$ cat src/hdl/scw_pkg.sv
// shared constants, state types and helpers for the serial slave with wake
// assumes: both ends run on clk_sys at 100 MHz
package scw_pkg;
  // ==========================================================
  // memory buffer and byte framing
  localparam int MEM_DEPTH = 32;
  localparam int MEM_AW = 5;
  localparam int ADDR_WR_BIT = 7;
  localparam logic [7:0] REFUSE_BYTE = 8'hff;
  localparam logic [3:0] BIT_LAST = 4'h7;
  localparam int EXT_RATE_MHZ = 48;
  // ==========================================================
  // oversample field: factor minus one, bits [3:0]
  localparam int FCT_LSB = 0;
  localparam int FCT_W = 4;
  localparam logic [3:0] FCT_FIELD_MIN = 4'h3;
  localparam logic [3:0] FCT_FIELD_MAX = 4'hf;
  // ==========================================================
  // system power modes
  localparam logic [1:0] PWR_ACTIVE = 2'h0;
  localparam logic [1:0] PWR_SLEEP = 2'h1;
  localparam logic [1:0] PWR_DEEP = 2'h2;
  // ==========================================================
  // line positions inside the sampled vector
  localparam int LN_SCLK = 2;
  localparam int LN_SEL = 1;
  localparam int LN_MOSI = 0;
  // ==========================================================
  // master register map, fields and counts
  localparam logic [1:0] MR_CTRL = 2'h0;
  localparam logic [1:0] MR_DIV = 2'h1;
  localparam logic [1:0] MR_DATA = 2'h2;
  localparam logic [1:0] MR_STAT = 2'h3;
  localparam int CTRL_CPOL = 0;
  localparam int CTRL_CPHA = 1;
  localparam int CTRL_SEL = 2;
  localparam logic [7:0] DIV_RESET = 8'h08;
  localparam logic [4:0] EDGES_PER_BYTE = 5'h10;
  // ==========================================================
  // state encodings
  typedef enum logic [2:0] {
    DS_IDLE = 3'b001,
    DS_XFER = 3'b010,
    DS_REFUSE = 3'b100
  } scw_dst_type;
  typedef enum logic [1:0] {
    MS_IDLE = 2'b01,
    MS_RUN = 2'b10
  } scw_mst_type;
  // ==========================================================
  // bitwise three-tap majority
  function automatic logic [2:0] scwMaj3(input logic [2:0] a, input logic [2:0] b,
                                         input logic [2:0] c);
    scwMaj3 = (a & b) | (a & c) | (b & c);
  endfunction : scwMaj3
endpackage : scw_pkg

$ cat src/hdl/scw_if.sv
// serial link between the external master and the slave device
// assumes: the miso line is pulled high when the slave does not drive it
`timescale 1ns/10ps
interface scw_if;
  logic sclk;
  logic sselN;
  logic mosi;
  logic misoDrv;
  logic misoOe;
  logic miso;
  // resolved miso wire with pull-up
  assign miso = misoOe ? misoDrv : 1'b1;
  modport dev (input sclk, input sselN, input mosi, output misoDrv, output misoOe);
  modport mst (output sclk, output sselN, output mosi, input miso);
endinterface : scw_if

$ cat src/hdl/scw_device.sv
// slave end: selection detect, wake cause, memory buffer and stream modes
// assumes: link lines are asynchronous to clk_sys and the sclk is slow
// enough for the sampled edges (at least 6 clk_sys per half period)
//
// Functional notes
// - internal timing uses oversample field bits 3:0
// - master oversample factor limited to 4..16
// - software picks master factor 6..16
// - late sampling bit resets to zero
// - slave ignores oversample, follows serial clock
// - master keeps clock ratio within limits
// - external clocking only as slave
// - memory mode addressable, else stream bytes
// - standard submode, all four clock modes
// - external memory mode up to 48 Mbps
// - select clock field picks selection domain
// - operation clock field picks transfer domain
// - stream mode keeps operation clock internal
// - both internal: no deep sleep service
// - external select, internal operation run together
// - external select sets wake cause bit
// - mask kept clear in active mode
// - deep sleep with internal operation clock refuses transfer with all ones
// - receive filter applies three-tap majority
// - invalid memory-mode combination gives no response
`timescale 1ns/10ps
module scw_device
  import scw_pkg::*;
(
  // clock and reset
  input wire logic clk_sys,
  input wire logic rst,
  // link
  scw_if.dev link,
  // configuration
  input wire logic masterMode,
  input wire logic memBufMode,
  input wire logic selectClockSource,
  input wire logic operationClockSource,
  input wire logic [scw_pkg::FCT_W-1:0] oversampleFactor,
  input wire logic lateSample,
  input wire logic rxFilter,
  input wire logic cpol,
  input wire logic cpha,
  // power and wake
  input wire logic [1:0] powerMode,
  input wire logic wakeMask,
  input wire logic wakeClear,
  output logic wakeCause_r,
  output logic wakeIrq_r,
  // stream mode bytes
  input wire logic [7:0] txData,
  output logic [7:0] rxData_r,
  output logic rxValid_r,
  // memory user port
  input wire logic [scw_pkg::MEM_AW-1:0] memAddr,
  input wire logic [7:0] memWrData,
  input wire logic memWr,
  output logic [7:0] memRdData_r,
  // status
  output logic [4:0] factorInUse_r,
  output logic lateInUse_r
);
  import scw_pkg::*;

  typedef struct packed {
    logic [2:0] s1;
    logic [2:0] s2;
    logic [2:0] h1;
    logic [2:0] h2;
    logic [2:0] prev;
    scw_dst_type st;
    logic [3:0] bitCnt;
    logic [7:0] rxSh;
    logic [7:0] txSh;
    logic [MEM_AW-1:0] ptr;
    logic wrXfer;
    logic addrPhase;
    logic wakeCause;
    logic wakeIrq;
    logic misoDrv;
    logic misoOe;
    logic [7:0] rxData;
    logic rxValid;
    logic [4:0] factorInUse;
    logic lateInUse;
    logic memWe;
    logic [MEM_AW-1:0] memWa;
    logic [7:0] memWd;
  } scw_dev_type;

  scw_dev_type r_r;
  scw_dev_type r_nxt;
  logic [7:0] mem [MEM_DEPTH];
  logic [7:0] memRd_r;

  // ==========================================================
  // clamp the oversample field to its legal range, plus one
  function automatic logic [4:0] clampFactor(input logic [3:0] f);
    logic [3:0] c;
    c = (f < FCT_FIELD_MIN) ? FCT_FIELD_MIN : f;
    clampFactor = {1'b0, c} + 5'h01;
  endfunction : clampFactor

  // ==========================================================
  // next-state logic
  always_comb
  begin
    logic [2:0] clean;
    logic selFall;
    logic rise;
    logic fall;
    logic lead;
    logic trail;
    logic smp;
    logic shf;
    logic cfgBad;
    logic deep;
    logic serve;
    logic refuse;
    logic [7:0] byteIn;
    logic [7:0] nextTx;
    logic [MEM_AW-1:0] nextPtr;
    r_nxt = r_r;
    clean = 3'h0;
    byteIn = 8'h00;
    nextTx = 8'h00;
    nextPtr = r_r.ptr;
    r_nxt.s1 = {link.sclk, link.sselN, link.mosi};
    r_nxt.s2 = r_r.s1;
    r_nxt.h1 = r_r.s2;
    r_nxt.h2 = r_r.h1;
    r_nxt.rxValid = 1'b0;
    r_nxt.memWe = 1'b0;
    clean = rxFilter ? scwMaj3(r_r.s2, r_r.h1, r_r.h2) : r_r.s2;
    r_nxt.prev = clean;
    selFall = r_r.prev[LN_SEL] & ~clean[LN_SEL];
    rise = ~r_r.prev[LN_SCLK] & clean[LN_SCLK];
    fall = r_r.prev[LN_SCLK] & ~clean[LN_SCLK];
    lead = cpol ? fall : rise;
    trail = cpol ? rise : fall;
    smp = cpha ? trail : lead;
    shf = cpha ? lead : trail;
    cfgBad = masterMode | (~memBufMode & operationClockSource)
           | (memBufMode & ~selectClockSource & operationClockSource);
    deep = (powerMode == PWR_DEEP);
    // internal operation stops in deep sleep
    serve = ~cfgBad & (~deep | operationClockSource);
    refuse = ~cfgBad & deep & ~operationClockSource & selectClockSource;
    // sticky wake cause, set beats clear
    r_nxt.wakeCause = (r_r.wakeCause & ~wakeClear)
                    | (selFall & selectClockSource & ~cfgBad);
    r_nxt.wakeIrq = r_nxt.wakeCause & wakeMask;
    r_nxt.factorInUse = masterMode ? clampFactor(oversampleFactor[FCT_LSB +: FCT_W]) : 5'h00;
    // late sampling only in master mode, zero from reset
    r_nxt.lateInUse = masterMode & lateSample;
    unique case (r_r.st)
      DS_IDLE:
      begin
        r_nxt.misoOe = 1'b0;
        if (selFall && serve)
        begin
          // memory mode starts with an address byte
          nextTx = memBufMode ? REFUSE_BYTE : txData;
          r_nxt.st = DS_XFER;
          r_nxt.bitCnt = 4'h0;
          r_nxt.addrPhase = memBufMode;
          r_nxt.wrXfer = 1'b0;
          r_nxt.txSh = nextTx;
          r_nxt.misoDrv = nextTx[7];
          r_nxt.misoOe = 1'b1;
        end
        else if (selFall && refuse && wakeMask)
        begin
          r_nxt.st = DS_REFUSE;
          r_nxt.misoDrv = REFUSE_BYTE[7];
          r_nxt.misoOe = 1'b1;
        end
      end
      DS_XFER:
      begin
        if (clean[LN_SEL])
        begin
          r_nxt.st = DS_IDLE;
          r_nxt.misoOe = 1'b0;
        end
        else if (smp)
        begin
          byteIn = {r_r.rxSh[6:0], clean[LN_MOSI]};
          r_nxt.rxSh = byteIn;
          r_nxt.bitCnt = r_r.bitCnt + 4'h1;
          if (r_r.bitCnt == BIT_LAST)
          begin
            r_nxt.bitCnt = 4'h0;
            if (r_r.addrPhase)
            begin
              nextPtr = byteIn[MEM_AW-1:0];
              r_nxt.wrXfer = byteIn[ADDR_WR_BIT];
              r_nxt.addrPhase = 1'b0;
              nextTx = mem[nextPtr];
            end
            else if (memBufMode)
            begin
              // write or read the addressed location, then advance
              r_nxt.memWe = r_r.wrXfer;
              r_nxt.memWa = r_r.ptr;
              r_nxt.memWd = byteIn;
              nextPtr = r_r.ptr + 5'h01;
              nextTx = mem[nextPtr];
            end
            else
            begin
              r_nxt.rxData = byteIn;
              r_nxt.rxValid = 1'b1;
              nextTx = txData;
            end
            r_nxt.ptr = nextPtr;
            r_nxt.txSh = nextTx;
            r_nxt.misoDrv = nextTx[7];
          end
        end
        else if (shf && r_r.bitCnt != 4'h0)
        begin
          r_nxt.txSh = {r_r.txSh[6:0], 1'b0};
          r_nxt.misoDrv = r_r.txSh[6];
        end
      end
      DS_REFUSE:
      begin
        r_nxt.misoDrv = 1'b1;
        if (clean[LN_SEL])
        begin
          r_nxt.st = DS_IDLE;
          r_nxt.misoOe = 1'b0;
        end
      end
    endcase
  end

  // ==========================================================
  // state register
  always_ff @(posedge clk_sys or posedge rst)
  begin
    if (rst)
    begin
      r_r <= '0;
      r_r.s1 <= 3'h2;
      r_r.s2 <= 3'h2;
      r_r.h1 <= 3'h2;
      r_r.h2 <= 3'h2;
      r_r.prev <= 3'h2;
      r_r.st <= DS_IDLE;
    end
    else
    begin
      r_r <= r_nxt;
    end
  end

  // ==========================================================
  // buffer memory, link write wins over the user port
  always_ff @(posedge clk_sys)
  begin
    if (r_r.memWe)
    begin
      mem[r_r.memWa] <= r_r.memWd;
    end
    else if (memWr)
    begin
      mem[memAddr] <= memWrData;
    end
  end

  // user read data one cycle after the address
  always_ff @(posedge clk_sys or posedge rst)
  begin
    if (rst)
    begin
      memRd_r <= 8'h00;
    end
    else
    begin
      memRd_r <= mem[memAddr];
    end
  end

  // outputs straight from flops
  assign link.misoDrv = r_r.misoDrv;
  assign link.misoOe = r_r.misoOe;
  assign wakeCause_r = r_r.wakeCause;
  assign wakeIrq_r = r_r.wakeIrq;
  assign rxData_r = r_r.rxData;
  assign rxValid_r = r_r.rxValid;
  assign memRdData_r = memRd_r;
  assign factorInUse_r = r_r.factorInUse;
  assign lateInUse_r = r_r.lateInUse;
endmodule : scw_device

$ cat src/flat_wrapper.sv
// flat-port wrapper written by rule: the top's interface ports become plain ports
module scw_device_flat import scw_pkg::*;
  (clk_sys, rst, masterMode, memBufMode, selectClockSource, operationClockSource, oversampleFactor, lateSample, rxFilter, cpol, cpha, powerMode, wakeMask, wakeClear, wakeCause_r, wakeIrq_r, txData, rxData_r, rxValid_r, memAddr, memWrData, memWr, memRdData_r, factorInUse_r, lateInUse_r, link_sclk, link_sselN, link_mosi, link_misoDrv, link_misoOe);
  scw_if link_i ();
  input wire logic clk_sys;
  input wire logic rst;
  input wire logic masterMode;
  input wire logic memBufMode;
  input wire logic selectClockSource;
  input wire logic operationClockSource;
  input wire logic [scw_pkg::FCT_W-1:0] oversampleFactor;
  input wire logic lateSample;
  input wire logic rxFilter;
  input wire logic cpol;
  input wire logic cpha;
  input wire logic [1:0] powerMode;
  input wire logic wakeMask;
  input wire logic wakeClear;
  output logic wakeCause_r;
  output logic wakeIrq_r;
  input wire logic [7:0] txData;
  output logic [7:0] rxData_r;
  output logic rxValid_r;
  input wire logic [scw_pkg::MEM_AW-1:0] memAddr;
  input wire logic [7:0] memWrData;
  input wire logic memWr;
  output logic [7:0] memRdData_r;
  output logic [4:0] factorInUse_r;
  output logic lateInUse_r;
  input wire logic [$bits(link_i.sclk)-1:0] link_sclk;
  input wire logic [$bits(link_i.sselN)-1:0] link_sselN;
  input wire logic [$bits(link_i.mosi)-1:0] link_mosi;
  output wire logic [$bits(link_i.misoDrv)-1:0] link_misoDrv;
  output wire logic [$bits(link_i.misoOe)-1:0] link_misoOe;
  assign link_i.sclk = link_sclk;
  assign link_i.sselN = link_sselN;
  assign link_i.mosi = link_mosi;
  assign link_misoDrv = link_i.misoDrv;
  assign link_misoOe = link_i.misoOe;
  scw_device u_core (.clk_sys(clk_sys), .rst(rst), .link(link_i), .masterMode(masterMode), .memBufMode(memBufMode), .selectClockSource(selectClockSource), .operationClockSource(operationClockSource), .oversampleFactor(oversampleFactor), .lateSample(lateSample), .rxFilter(rxFilter), .cpol(cpol), .cpha(cpha), .powerMode(powerMode), .wakeMask(wakeMask), .wakeClear(wakeClear), .wakeCause_r(wakeCause_r), .wakeIrq_r(wakeIrq_r), .txData(txData), .rxData_r(rxData_r), .rxValid_r(rxValid_r), .memAddr(memAddr), .memWrData(memWrData), .memWr(memWr), .memRdData_r(memRdData_r), .factorInUse_r(factorInUse_r), .lateInUse_r(lateInUse_r));
endmodule
$ cat config.mk
export PLATFORM = sky130hd
export DESIGN_NAME = scw_device_flat
export DESIGN_NICKNAME = d
export VERILOG_FILES = /design/src/hdl/scw_pkg.sv /design/src/hdl/scw_if.sv /design/src/hdl/scw_device.sv /design/src/flat_wrapper.sv
export SDC_FILE = /design/constraint.sdc
export NUM_CORES = 1
export LEC_CHECK = 0
export ABC_AREA = 1
export ABC_CLOCK_PERIOD_IN_PS = 3100
export BUFFER_PORTS_ARGS = -buffer_cell sky130_fd_sc_hd__buf_2
export CAP_MARGIN = 40
export CELL_PAD_IN_SITES_DETAIL_PLACEMENT = 1
export CELL_PAD_IN_SITES_GLOBAL_PLACEMENT = 1
export CORE_MARGIN = 4
export CORE_UTILIZATION = 25
export DETAILED_ROUTE_END_ITERATION = 8
export HOLD_SLACK_MARGIN = 0.1
export PLACE_DENSITY = 0.5
export SLEW_MARGIN = 5
export SYNTH_ARGS = -nofsm -noshare
export SYNTH_HDL_FRONTEND = slang
export SYNTH_SLANG_ARGS = --single-unit
$ cat constraint.sdc
create_clock -name clk_sys -period 3.1 [get_ports clk_sys]
set_input_delay 0.31 -clock clk_sys [delete_from_list [all_inputs] [get_ports clk_sys]]
set_output_delay 0.31 -clock clk_sys [all_outputs]
set_load 0.1 [all_outputs]
==> results.cfg, run 1 <==
[synthesis]
ys.warnings.count = 0
synth_area_um2 = 19300
synth.area.top_cells = edfxtp_1 (40%), nand3_1 (15%), nand2_1 (11%), dfrtp_1 (10%), o21ai_0 (4.7%)
yosys_most_used_dff = edfxtp_1
synth.avg_cell_area_um2 = 8.29
syn_nets = 2375
yosysSeqAreaShare_pct = 50.6
yosys.area.top_type_share_pct = 39.8
ys_seq_elements = 339
netlist_instances = 2328
synth_edf_count = 256
synth_cell_types = 53
synth_largest_area_cell = edfxtp_1
ys_async_sr_fraction_pct = 24.5

[placement]
dpl-instance-area_um2 = 21300
port_buffers = 69
gp_congestion = 0.873
hpwl_mm = 60.6

[critical_path]
crit_type = reg2reg
crit_fanout = 79
arrival_ns = 3.24
crit_chain = buf_12 > inv_4 > buf_4 > nand2_1 > nand3_1 > nand3_1 > nand3_1 > nand3_1 > nand3_1 > nand2_1 > nand2_1 > nand4_1 > nand2_1 > nand2_1 > a21oi_2
cp.required_ns = 3.61
crit_slowest_cell = dfrtp_4
critPathMaxStageDelay_ns = 0.51
worstSetupEndpointType = flop
critPathLaunchType = flop

[floorplanning]
rows = 101
start_util_pct = 25.3
fp.dieH_um = 286
die_area_um2 = 81700
coreArea_um2 = 76200
io_pins = 70
die_x_um = 286

[clocking]
cts.clk_slew.worst_paths_ns = 0.06
cts_made_buffers = 44
post_cts_buffers = 0
holdBufCountCts = 19
clockBufferDepth = 3
cts_sinks = 339
ctsRootBufferMaster = clkbuf_16
cts.repair.resized = 0
cts_tree = yes
h-tree-depth = 2
clock_latency_ns = 0.59

[timing]
tightest_slew_ns = 0.848
fmax_mhz = 367
finalMaxSlewViolations = 0
grt_setup_unrepaired = no
post-route-min-period_ns = 2.73
skew_ns = 0.0232
hold_viol = 0
finalCritPeriodShare_pct = 88.0
final.setup.tns_ns = 0
max_slew_margin_pct = 43.4
setup_viol = 0

[global_route]
gr-usage-met3_pct = 3.43
met2_usage_pct = 34.7
grt_pass1_vias = 18505
grt_antenna_before_repair = 1
grt_max_degree = 97
use_met1_pct = 30.2
top_usage_layer = met2
grt_overflow = 0
grt_pass1_wl_mm = 133
grt_use_total_pct = 21.8

[detailed_routing]
drt_iter0_markers = 1855
drc = 0
wl_mm = 91.4
wl_per_cell_um = 26.4
postRouteAntennaNets = 0
vias_per_cell = 5.34
vias = 18503
first_pass_iters = 5

[finish]
num-fill-cells = 8891
layout-drive-gt1-share_pct = 14.6
seq_area_um2 = 9780
syn_to_final_growth_pct = 19.7
multiInputGateArea_um2 = 8360
stdcell_area_um2 = 23100
num-nets-final = 2445

[pwr]
p_comb_share_pct = 27.2
power.internal_uw = 9590
power_frac_clock_pct = 37.3
power_density_nw_per_um2 = 651
seqPwrFrac_pct = 35.5
leakage_uw = 0.00901
irDropWorstVdd_mv = 0.410
power_switching_uw = 5440
switching_share_pct = 36.2

[hold_path]
min_path_type = in2async

[run_status]
status = completed

[job]
drv_cap = 0
## critical path: cells and delay by family (launching register included)
family                 cells  cell delay, ns
AO/OA/AOI/OAI              1            0.10
flip-flops                 1            0.51
buffers and inverters      3            0.66
AND/OR/NAND/NOR           11            1.24
## per-layer routing
| layer | up-vias | share of wire (%) |
|---|---|---|
| met5 | - | 0.013 |
| met1 | 9364 | 45 |
| met4 | 2 | 3.4 |
| li1 | 8295 | - |
| met2 | 695 | 45 |
| met3 | 147 | 6.6 |
## cell usage in the layout, fill, tap and decap left out, types with 5 or more instances in the layout
cell and n:
a21oi_1 28, a21oi_2 6, a31oi_1 8, a32oi_1 7, buf_12 21, buf_2 68, buf_4 104, bufinv_16 6
clkbuf_16 47, clkbuf_8 5, clkinv_2 7, clkinvlp_4 5, dfrtp_1 75, dfstp_2 6, dlygate4sd3_1 19, edfxtp_1 256
inv_1 70, inv_2 7, inv_4 7, mux2_2 9, nand2_1 552, nand2_4 5, nand3_1 573, nand4_1 8
nor2_1 195, o211ai_1 24, o21ai_0 182, o21ai_1 6, o21ai_2 10, o221ai_1 48, o22ai_1 5, or2_2 10
## through the flow
step                      utilization [%]  total power, uW  hold slack (ns)  setup WS, ns  instances
after detailed placement             28.0             9470            0.207         0.501       3363
after global routing                 30.3            15700            0.148         0.207       3462
final                                30.3            15000            0.148         0.372       3463
after global placement               28.0             9430            0.338         0.454       3362
after floorplan                         -             7600            0.314         0.663       2328
after CTS                            30.3            15200            0.111         0.468       3462
## power by group through the flow
stage	combinational [uW]	clock (uW)	sequential, uW
global route	4360	5950	5370
global placement	4000	0	5420
finish	4090	5610	5340
CTS	4070	5790	5340
floorplan	2090	0	5510
detailed placement	4040	0	5430
## sequential cells by signal (all words and copies together) (netlist names)
register	flops
u_core.wakeIrq_r	1
u_core.factorInUse_r	5
u_core.wakeCause_r	1
u_core.rxValid_r	1
u_core.mem	256
u_core.memRdData_r	8
u_core.r_nxt	9
u_core.r_r	47
u_core.link.misoDrv	1
u_core.link.misoOe	1
u_core.lateInUse_r	1
u_core.rxData_r	8
## synth_stat cells, drive strengths merged, types with 10 or more instances
| master | number |
|---|---|
| nand3 | 576 |
| nand2 | 561 |
| edfxtp | 256 |
| nor2 | 201 |
| o21ai | 198 |
| buf | 97 |
| clkbuf | 92 |
| inv | 82 |
| dfrtp | 77 |
| o221ai | 48 |
| a21oi | 35 |
| o211ai | 24 |
| mux2 | 10 |
| nand4 | 10 |
| or2 | 10 |
## cells by family (layout without fill, tap and decap cells)
kind of cell               count (synthesis)  after routing  synth area share (%)
xor gates and xnor gates                   4              4                 0.220
AOI/OAI and AO/OA                        333            333                  10.6
adders and majority gates                  4              4                 0.259
buffers and inverters                    273            377                  6.17
DFF                                      339            339                  50.6
muxes                                     10             10                 0.584
and+or+nand+nor                         1365           1365                  31.5
other                                      0              1                     0
## path summary, 6_finish.rpt
check,cells past startpoint,end,from,slack (ns)
hold reg to reg,0,u_core.r_nxt[71]$_DFF_PP0_,u_core.r_nxt[74]$_DFF_PP0_,0.34
setup / recovery,15,u_core.r_r[45]$_DFFE_PP0P_,u_core.r_r[35]$_DFFE_PP0P_,0.37
max in group asynchronous,5,u_core.memRdData_r[1]$_DFF_PP0_,rst,2.22
hold / removal,3,u_core.lateInUse_r$_DFF_PP0_,rst,0.15
setup reg to reg,15,u_core.r_r[45]$_DFFE_PP0P_,u_core.r_r[35]$_DFFE_PP0P_,0.37
min in group clk_sys,3,u_core.r_r[65]$_DFF_PP0_,rxFilter,0.17
## area by class of cell
class / instances / share of cell area [%]
antenna: 1 / 0.0108
clock inverter: 27 / 1.42
multi-input combinational: 1716 / 36.2
clock buffer: 53 / 5.41
sequential: 339 / 42.3
timing repair buffer: 213 / 7.62
tap: 1030 / 5.58
inverter: 84 / 1.42
Power figures use the tool's default switching activity.
==> inputs of run 2 (changes only) <==
==> constraint.sdc (replaced) <==
create_clock -name clk_sys -period 3.1 [get_ports clk_sys]
set_input_delay 0.62 -clock clk_sys [delete_from_list [all_inputs] [get_ports clk_sys]]
set_output_delay 0.62 -clock clk_sys [all_outputs]
set_load 0.1 [all_outputs]
==> results.cfg, run 2 (same netlist as run 1, synthesis figures left out) <==
[run_status]
status = completed

[finish]
largest_reg_flops = 256
stdcell_area_um2 = 22900
num-fill-cells = 8891
top_register = u_core.mem
mostFrequentLayoutCell = nand3_1
seq_area_um2 = 9780
layout-drive-gt1-share_pct = 14.5
final_cell_mix = nand3_1 (573), nand2_1 (552), edfxtp_1 (256), nor2_1 (195), o21ai_0 (182)
syn_to_final_growth_pct = 18.6
num-nets-final = 2434
multiInputGateArea_um2 = 8360

[timing]
final.setup.tns_ns = 0
grt_setup_unrepaired = no
setup_viol = 0
hold_viol = 0
finalMaxSlewViolations = 0
skew_ns = 0.0254
finalCritPeriodShare_pct = 85.5
tightest_slew_ns = 0.908
max_slew_margin_pct = 39.4
fmax_mhz = 377
post-route-min-period_ns = 2.65

[floorplanning]
rows = 101
io_pins = 70
coreArea_um2 = 76200
die_area_um2 = 81700
die_x_um = 286
start_util_pct = 25.3
fp.dieH_um = 286

[clocking]
cts_tree = yes
clockBufferDepth = 3
cts_sinks = 339
post_cts_buffers = 0
cts.repair.resized = 0
holdBufCountCts = 0
h-tree-depth = 2
ctsRootBufferMaster = clkbuf_16
clock_latency_ns = 0.59
cts.clk_slew.worst_paths_ns = 0.06
cts_made_buffers = 44

[global_route]
grt_max_degree = 97
grt_use_total_pct = 22.5
grt_antenna_before_repair = 3
grt_pass1_vias = 18817
grt_overflow = 0
grt_pass1_wl_mm = 136

[critical_path]
crit_type = reg2reg
crit_fanout = 17
critPathLaunchType = flop
worstSetupEndpointType = flop
cp.required_ns = 3.60
arrival_ns = 3.15

[detailed_routing]
first_pass_iters = 6
postRouteAntennaNets = 0
vias = 18579
wl_mm = 94.2
wl_per_cell_um = 27.3
drc = 0
drt_iter0_markers = 1713
vias_per_cell = 5.38

[pwr]
leakage_uw = 0.00892
power_density_nw_per_um2 = 646
irDropWorstVdd_mv = 0.339

[job]
drv_cap = 0

[placement]
port_buffers = 69
hpwl_mm = 60.8
gp_congestion = 0.870
dpl-instance-area_um2 = 21400

[hold_path]
min_path_type = in2async
-- run 2: path summary, 6_finish.rpt --
kind,endpoint,slack (ns),startpoint,cells past startpoint
setup / recovery,u_core.r_r[41]$_DFFE_PP0P_,0.45,u_core.r_r[35]$_DFFE_PP0P_,15
hold / removal,u_core.lateInUse_r$_DFF_PP0_,0.14,rst,2
setup reg to reg,u_core.r_r[41]$_DFFE_PP0P_,0.45,u_core.r_r[35]$_DFFE_PP0P_,15
hold reg to reg,u_core.r_nxt[71]$_DFF_PP0_,0.35,u_core.r_nxt[74]$_DFF_PP0_,0
max in group asynchronous,u_core.r_nxt[73]$_DFF_PP1_,2.15,rst,3
min in group clk_sys,u_core.r_nxt[72]$_DFF_PP0_,0.15,link_mosi,1
-- run 2: layout make-up --
type | instances | share of cell area, %
Clock buffer | 55 | 5.35
Sequential cell | 339 | 42.7
Inverter | 84 | 1.43
Antenna cell | 1 | 0.0109
Timing Repair Buffer | 202 | 7.19
Multi-Input combinational cell | 1716 | 36.5
Clock inverter | 25 | 1.14
Tap cell | 1030 | 5.63
-- run 2: layer usage --
| metal | GRT usage [%] | routed length, um | up-vias |
|---|---|---|---|
| met4 | 7.44 | 3180 | 2 |
| met1 | 29.4 | 39600 | 9406 |
| met5 | 0 | 16 | - |
| met3 | 3.48 | 6390 | 160 |
| li1 | - | - | 8264 |
| met2 | 38.1 | 45000 | 747 |
-- run 2: where the power goes --
part / switching (uW) / internal [uW]
combinational: 3060 / 1060
clock: 2130 / 3210
sequential: 185 / 5160
total: 5370 / 9430
-- run 2: critical path, cell delays in order, from the launching register on --
cell and delay (ns):
dfrtp_4 0.54, ha_4 0.18, nand2_1 0.07, inv_1 0.08, nor2_4 0.13, buf_4 0.36, nand3_1 0.12, nand3_1 0.29
nand3_1 0.12, nand3_1 0.18, nand2_1 0.08, nand2_1 0.06, nand4_1 0.09, nand2_1 0.07, nand2_1 0.06, a21oi_2 0.12
-- run 2: stage by stage --
stage	power, uW	setup slack [ns]	hold WS [ns]	util [%]	cells
2_1_floorplan	7600	0.353	0.331	-	2328
3_3_place_gp	9480	0.350	0.341	28.1	3371
3_5_place_dp	9510	0.298	0.337	28.1	3371
4_1_cts	14900	0.460	0.124	30.0	3451
5_1_grt	15400	0.220	0.134	30.0	3451
6_report	14800	0.448	0.140	30.0	3452
==> inputs of run 3 (changes only) <==
--- a/config.mk
+++ b/config.mk
@@ -6,7 +6,7 @@
 export NUM_CORES = 1
 export LEC_CHECK = 0
 export ABC_AREA = 1
-export ABC_CLOCK_PERIOD_IN_PS = 3100
+export ABC_CLOCK_PERIOD_IN_PS = 2450
 export BUFFER_PORTS_ARGS = -buffer_cell sky130_fd_sc_hd__buf_2
 export CAP_MARGIN = 40
 export CELL_PAD_IN_SITES_DETAIL_PLACEMENT = 1
==> constraint.sdc (replaced) <==
create_clock -name clk_sys -period 2.45 [get_ports clk_sys]
set_input_delay 0.49 -clock clk_sys [delete_from_list [all_inputs] [get_ports clk_sys]]
set_output_delay 0.49 -clock clk_sys [all_outputs]
set_load 0.1 [all_outputs]
==> results.cfg, run 3 (same netlist as run 1, synthesis figures left out) <==
[run_status]
status = complete, but fails checks
violations = setup timing

[finish]
largest_reg_flops = 256
top_register = u_core.mem
layout-drive-gt1-share_pct = 18.4
finalCoreUtilization_pct = 32.2
n_antenna_cell = 0
final_cell_mix = nand2_1 (547), nand3_1 (531), edfxtp_1 (256), nor2_1 (194), o21ai_0 (179)
stdcell_area_um2 = 24500
syn_to_final_growth_pct = 27.2
mostFrequentLayoutCell = nand2_1
num-nets-final = 2497

[placement]
hpwl_mm = 63.6
gp_congestion = 0.849
port_buffers = 69
dpl-instance-area_um2 = 22400

[timing]
post-route-min-period_ns = 2.46
finalMaxSlewViolations = 0
grt_setup_unrepaired = yes
tightest_slew_ns = 0.816
setup_viol = 1
setup_ws_ns = -0.00639
finalCritPeriodShare_pct = 100
skew_ns = 0.0128
hold_viol = 0
fmax_mhz = 407
max_slew_margin_pct = 45.6

[global_route]
grt_antenna_before_repair = 6
grt_pass1_wl_mm = 136
grt_max_degree = 71
grt_pass1_vias = 19421
grt_overflow = 0
grt_use_total_pct = 22.6

[detailed_routing]
drc = 0
wl_mm = 95.4
first_pass_iters = 5
top_layer = met4
wl_per_cell_um = 27.1
vias = 19098
met1Wirelength_mm = 41.3
drt_iter0_markers = 1670
wl_met3_mm = 5.75
met2_length_mm = 44.7
postRouteAntennaNets = 0
vias_per_cell = 5.43

[clocking]
ctsRootBufferMaster = clkbuf_16
clock_latency_ns = 0.58
cts_sinks = 339
h-tree-depth = 2
cts_tree = yes
cts_made_buffers = 45
cts.clk_slew.worst_paths_ns = 0.06
clockBufferDepth = 3

[job]
drv_cap = 0

[critical_path]
critPathLaunchType = flop
cp.required_ns = 2.96
arrival_ns = 2.97
worstSetupStartpoint = u_core.r_r[35]$_DFFE_PP0P_
crit_fanout = 9
rrSetupSlack_ns = -0.006
worstSetupEndpointType = flop
worstReg2RegStart = u_core.r_r[35]$_DFFE_PP0P_
crit_type = reg2reg

[floorplanning]
start_util_pct = 25.3
die_area_um2 = 81700
die_x_um = 286
io_pins = 70
fp.dieH_um = 286
coreArea_um2 = 76200
rows = 101

[pwr]
p_comb_share_pct = 27.9
power_frac_clock_pct = 37.0
switching_share_pct = 35.1
power_density_nw_per_um2 = 782
seqPwrFrac_pct = 35.2
power_switching_uw = 6750
total_power_uw = 19200
power.internal_uw = 12500
leakage_uw = 0.00961
irDropWorstVdd_mv = 0.852

[hold_path]
min-delay-start = wakeClear
min_path_type = in2reg
## run 3: final timing paths
check,endpoint,cells after the start
worst max-delay path,u_core.r_r[44]$_DFFE_PP0P_,16
worst min-delay path,u_core.wakeCause_r$_DFF_PP0_,4
worst max register to register,u_core.r_r[44]$_DFFE_PP0P_,16
worst min register to register,u_core.r_nxt[71]$_DFF_PP0_,0
max in group asynchronous,u_core.r_nxt[73]$_DFF_PP1_,4
min in group asynchronous,u_core.r_r[51]$_DFFE_PP0P_,3
## run 3: critical path, cell delays in order, from the launching register on
cell       delay (ns)
dfrtp_4          0.49
ha_4             0.17
nor2_2           0.13
nor2_4           0.08
buf_6            0.14
inv_6            0.10
clkbuf_16        0.20
nand3_1          0.13
nand3_1          0.11
nand3_2          0.11
nand3_1          0.14
nand2_1          0.06
nand2_1          0.05
nand4_1          0.16
nand2_1          0.12
nand2_1          0.06
a21oi_2          0.12
## run 3: per-layer routing
metal,up-vias,global-route usage [%]
met5,-,0
met4,0,8.08
met3,182,3.19
met2,740,37.6
met1,9779,30.0
li1,8397,-
## run 3: power groups by stage
stage | Sequential [uW] | Clock, uW | Combinational (uW)
floorplan | 6970 | 0 | 2640
global placement | 6860 | 0 | 5150
detailed placement | 6870 | 0 | 5200
CTS | 6760 | 7260 | 5230
global route | 6790 | 7500 | 5710
finish | 6760 | 7100 | 5350
## run 3: through the flow
step | TNS, ns | instances | hold WS [ns] | worst slack, ns
after floorplan | 0 | 2328 | 0.331 | 0.210
after global placement | -0.353 | 3417 | 0.341 | -0.242
after detailed placement | -0.417 | 3417 | 0.336 | -0.272
after CTS | 0 | 3503 | 0.116 | 0.00432
after global routing | -0.210 | 3514 | 0.145 | -0.0603
final | -0.00639 | 3514 | 0.156 | -0.00639
## run 3: layout make-up
class | instances | area, um2
multi-input cells | 1716 | 8610
fillers | 8752 | 51700
flip-flops and latches | 339 | 9780
clock buffers | 49 | 1140
clock inverters | 32 | 415
well taps | 1030 | 1290
repair buffers | 264 | 2970
inverters | 84 | 344
## run 3: repair_timing
action,in CTS,in global routing
pin swaps,0,17
resized for setup,5,69
cloned,0,4
hold endpoints to repair,14,0
endpoints found under the setup margin,4,140
hold buffers,5,0
setup buffers,0,7
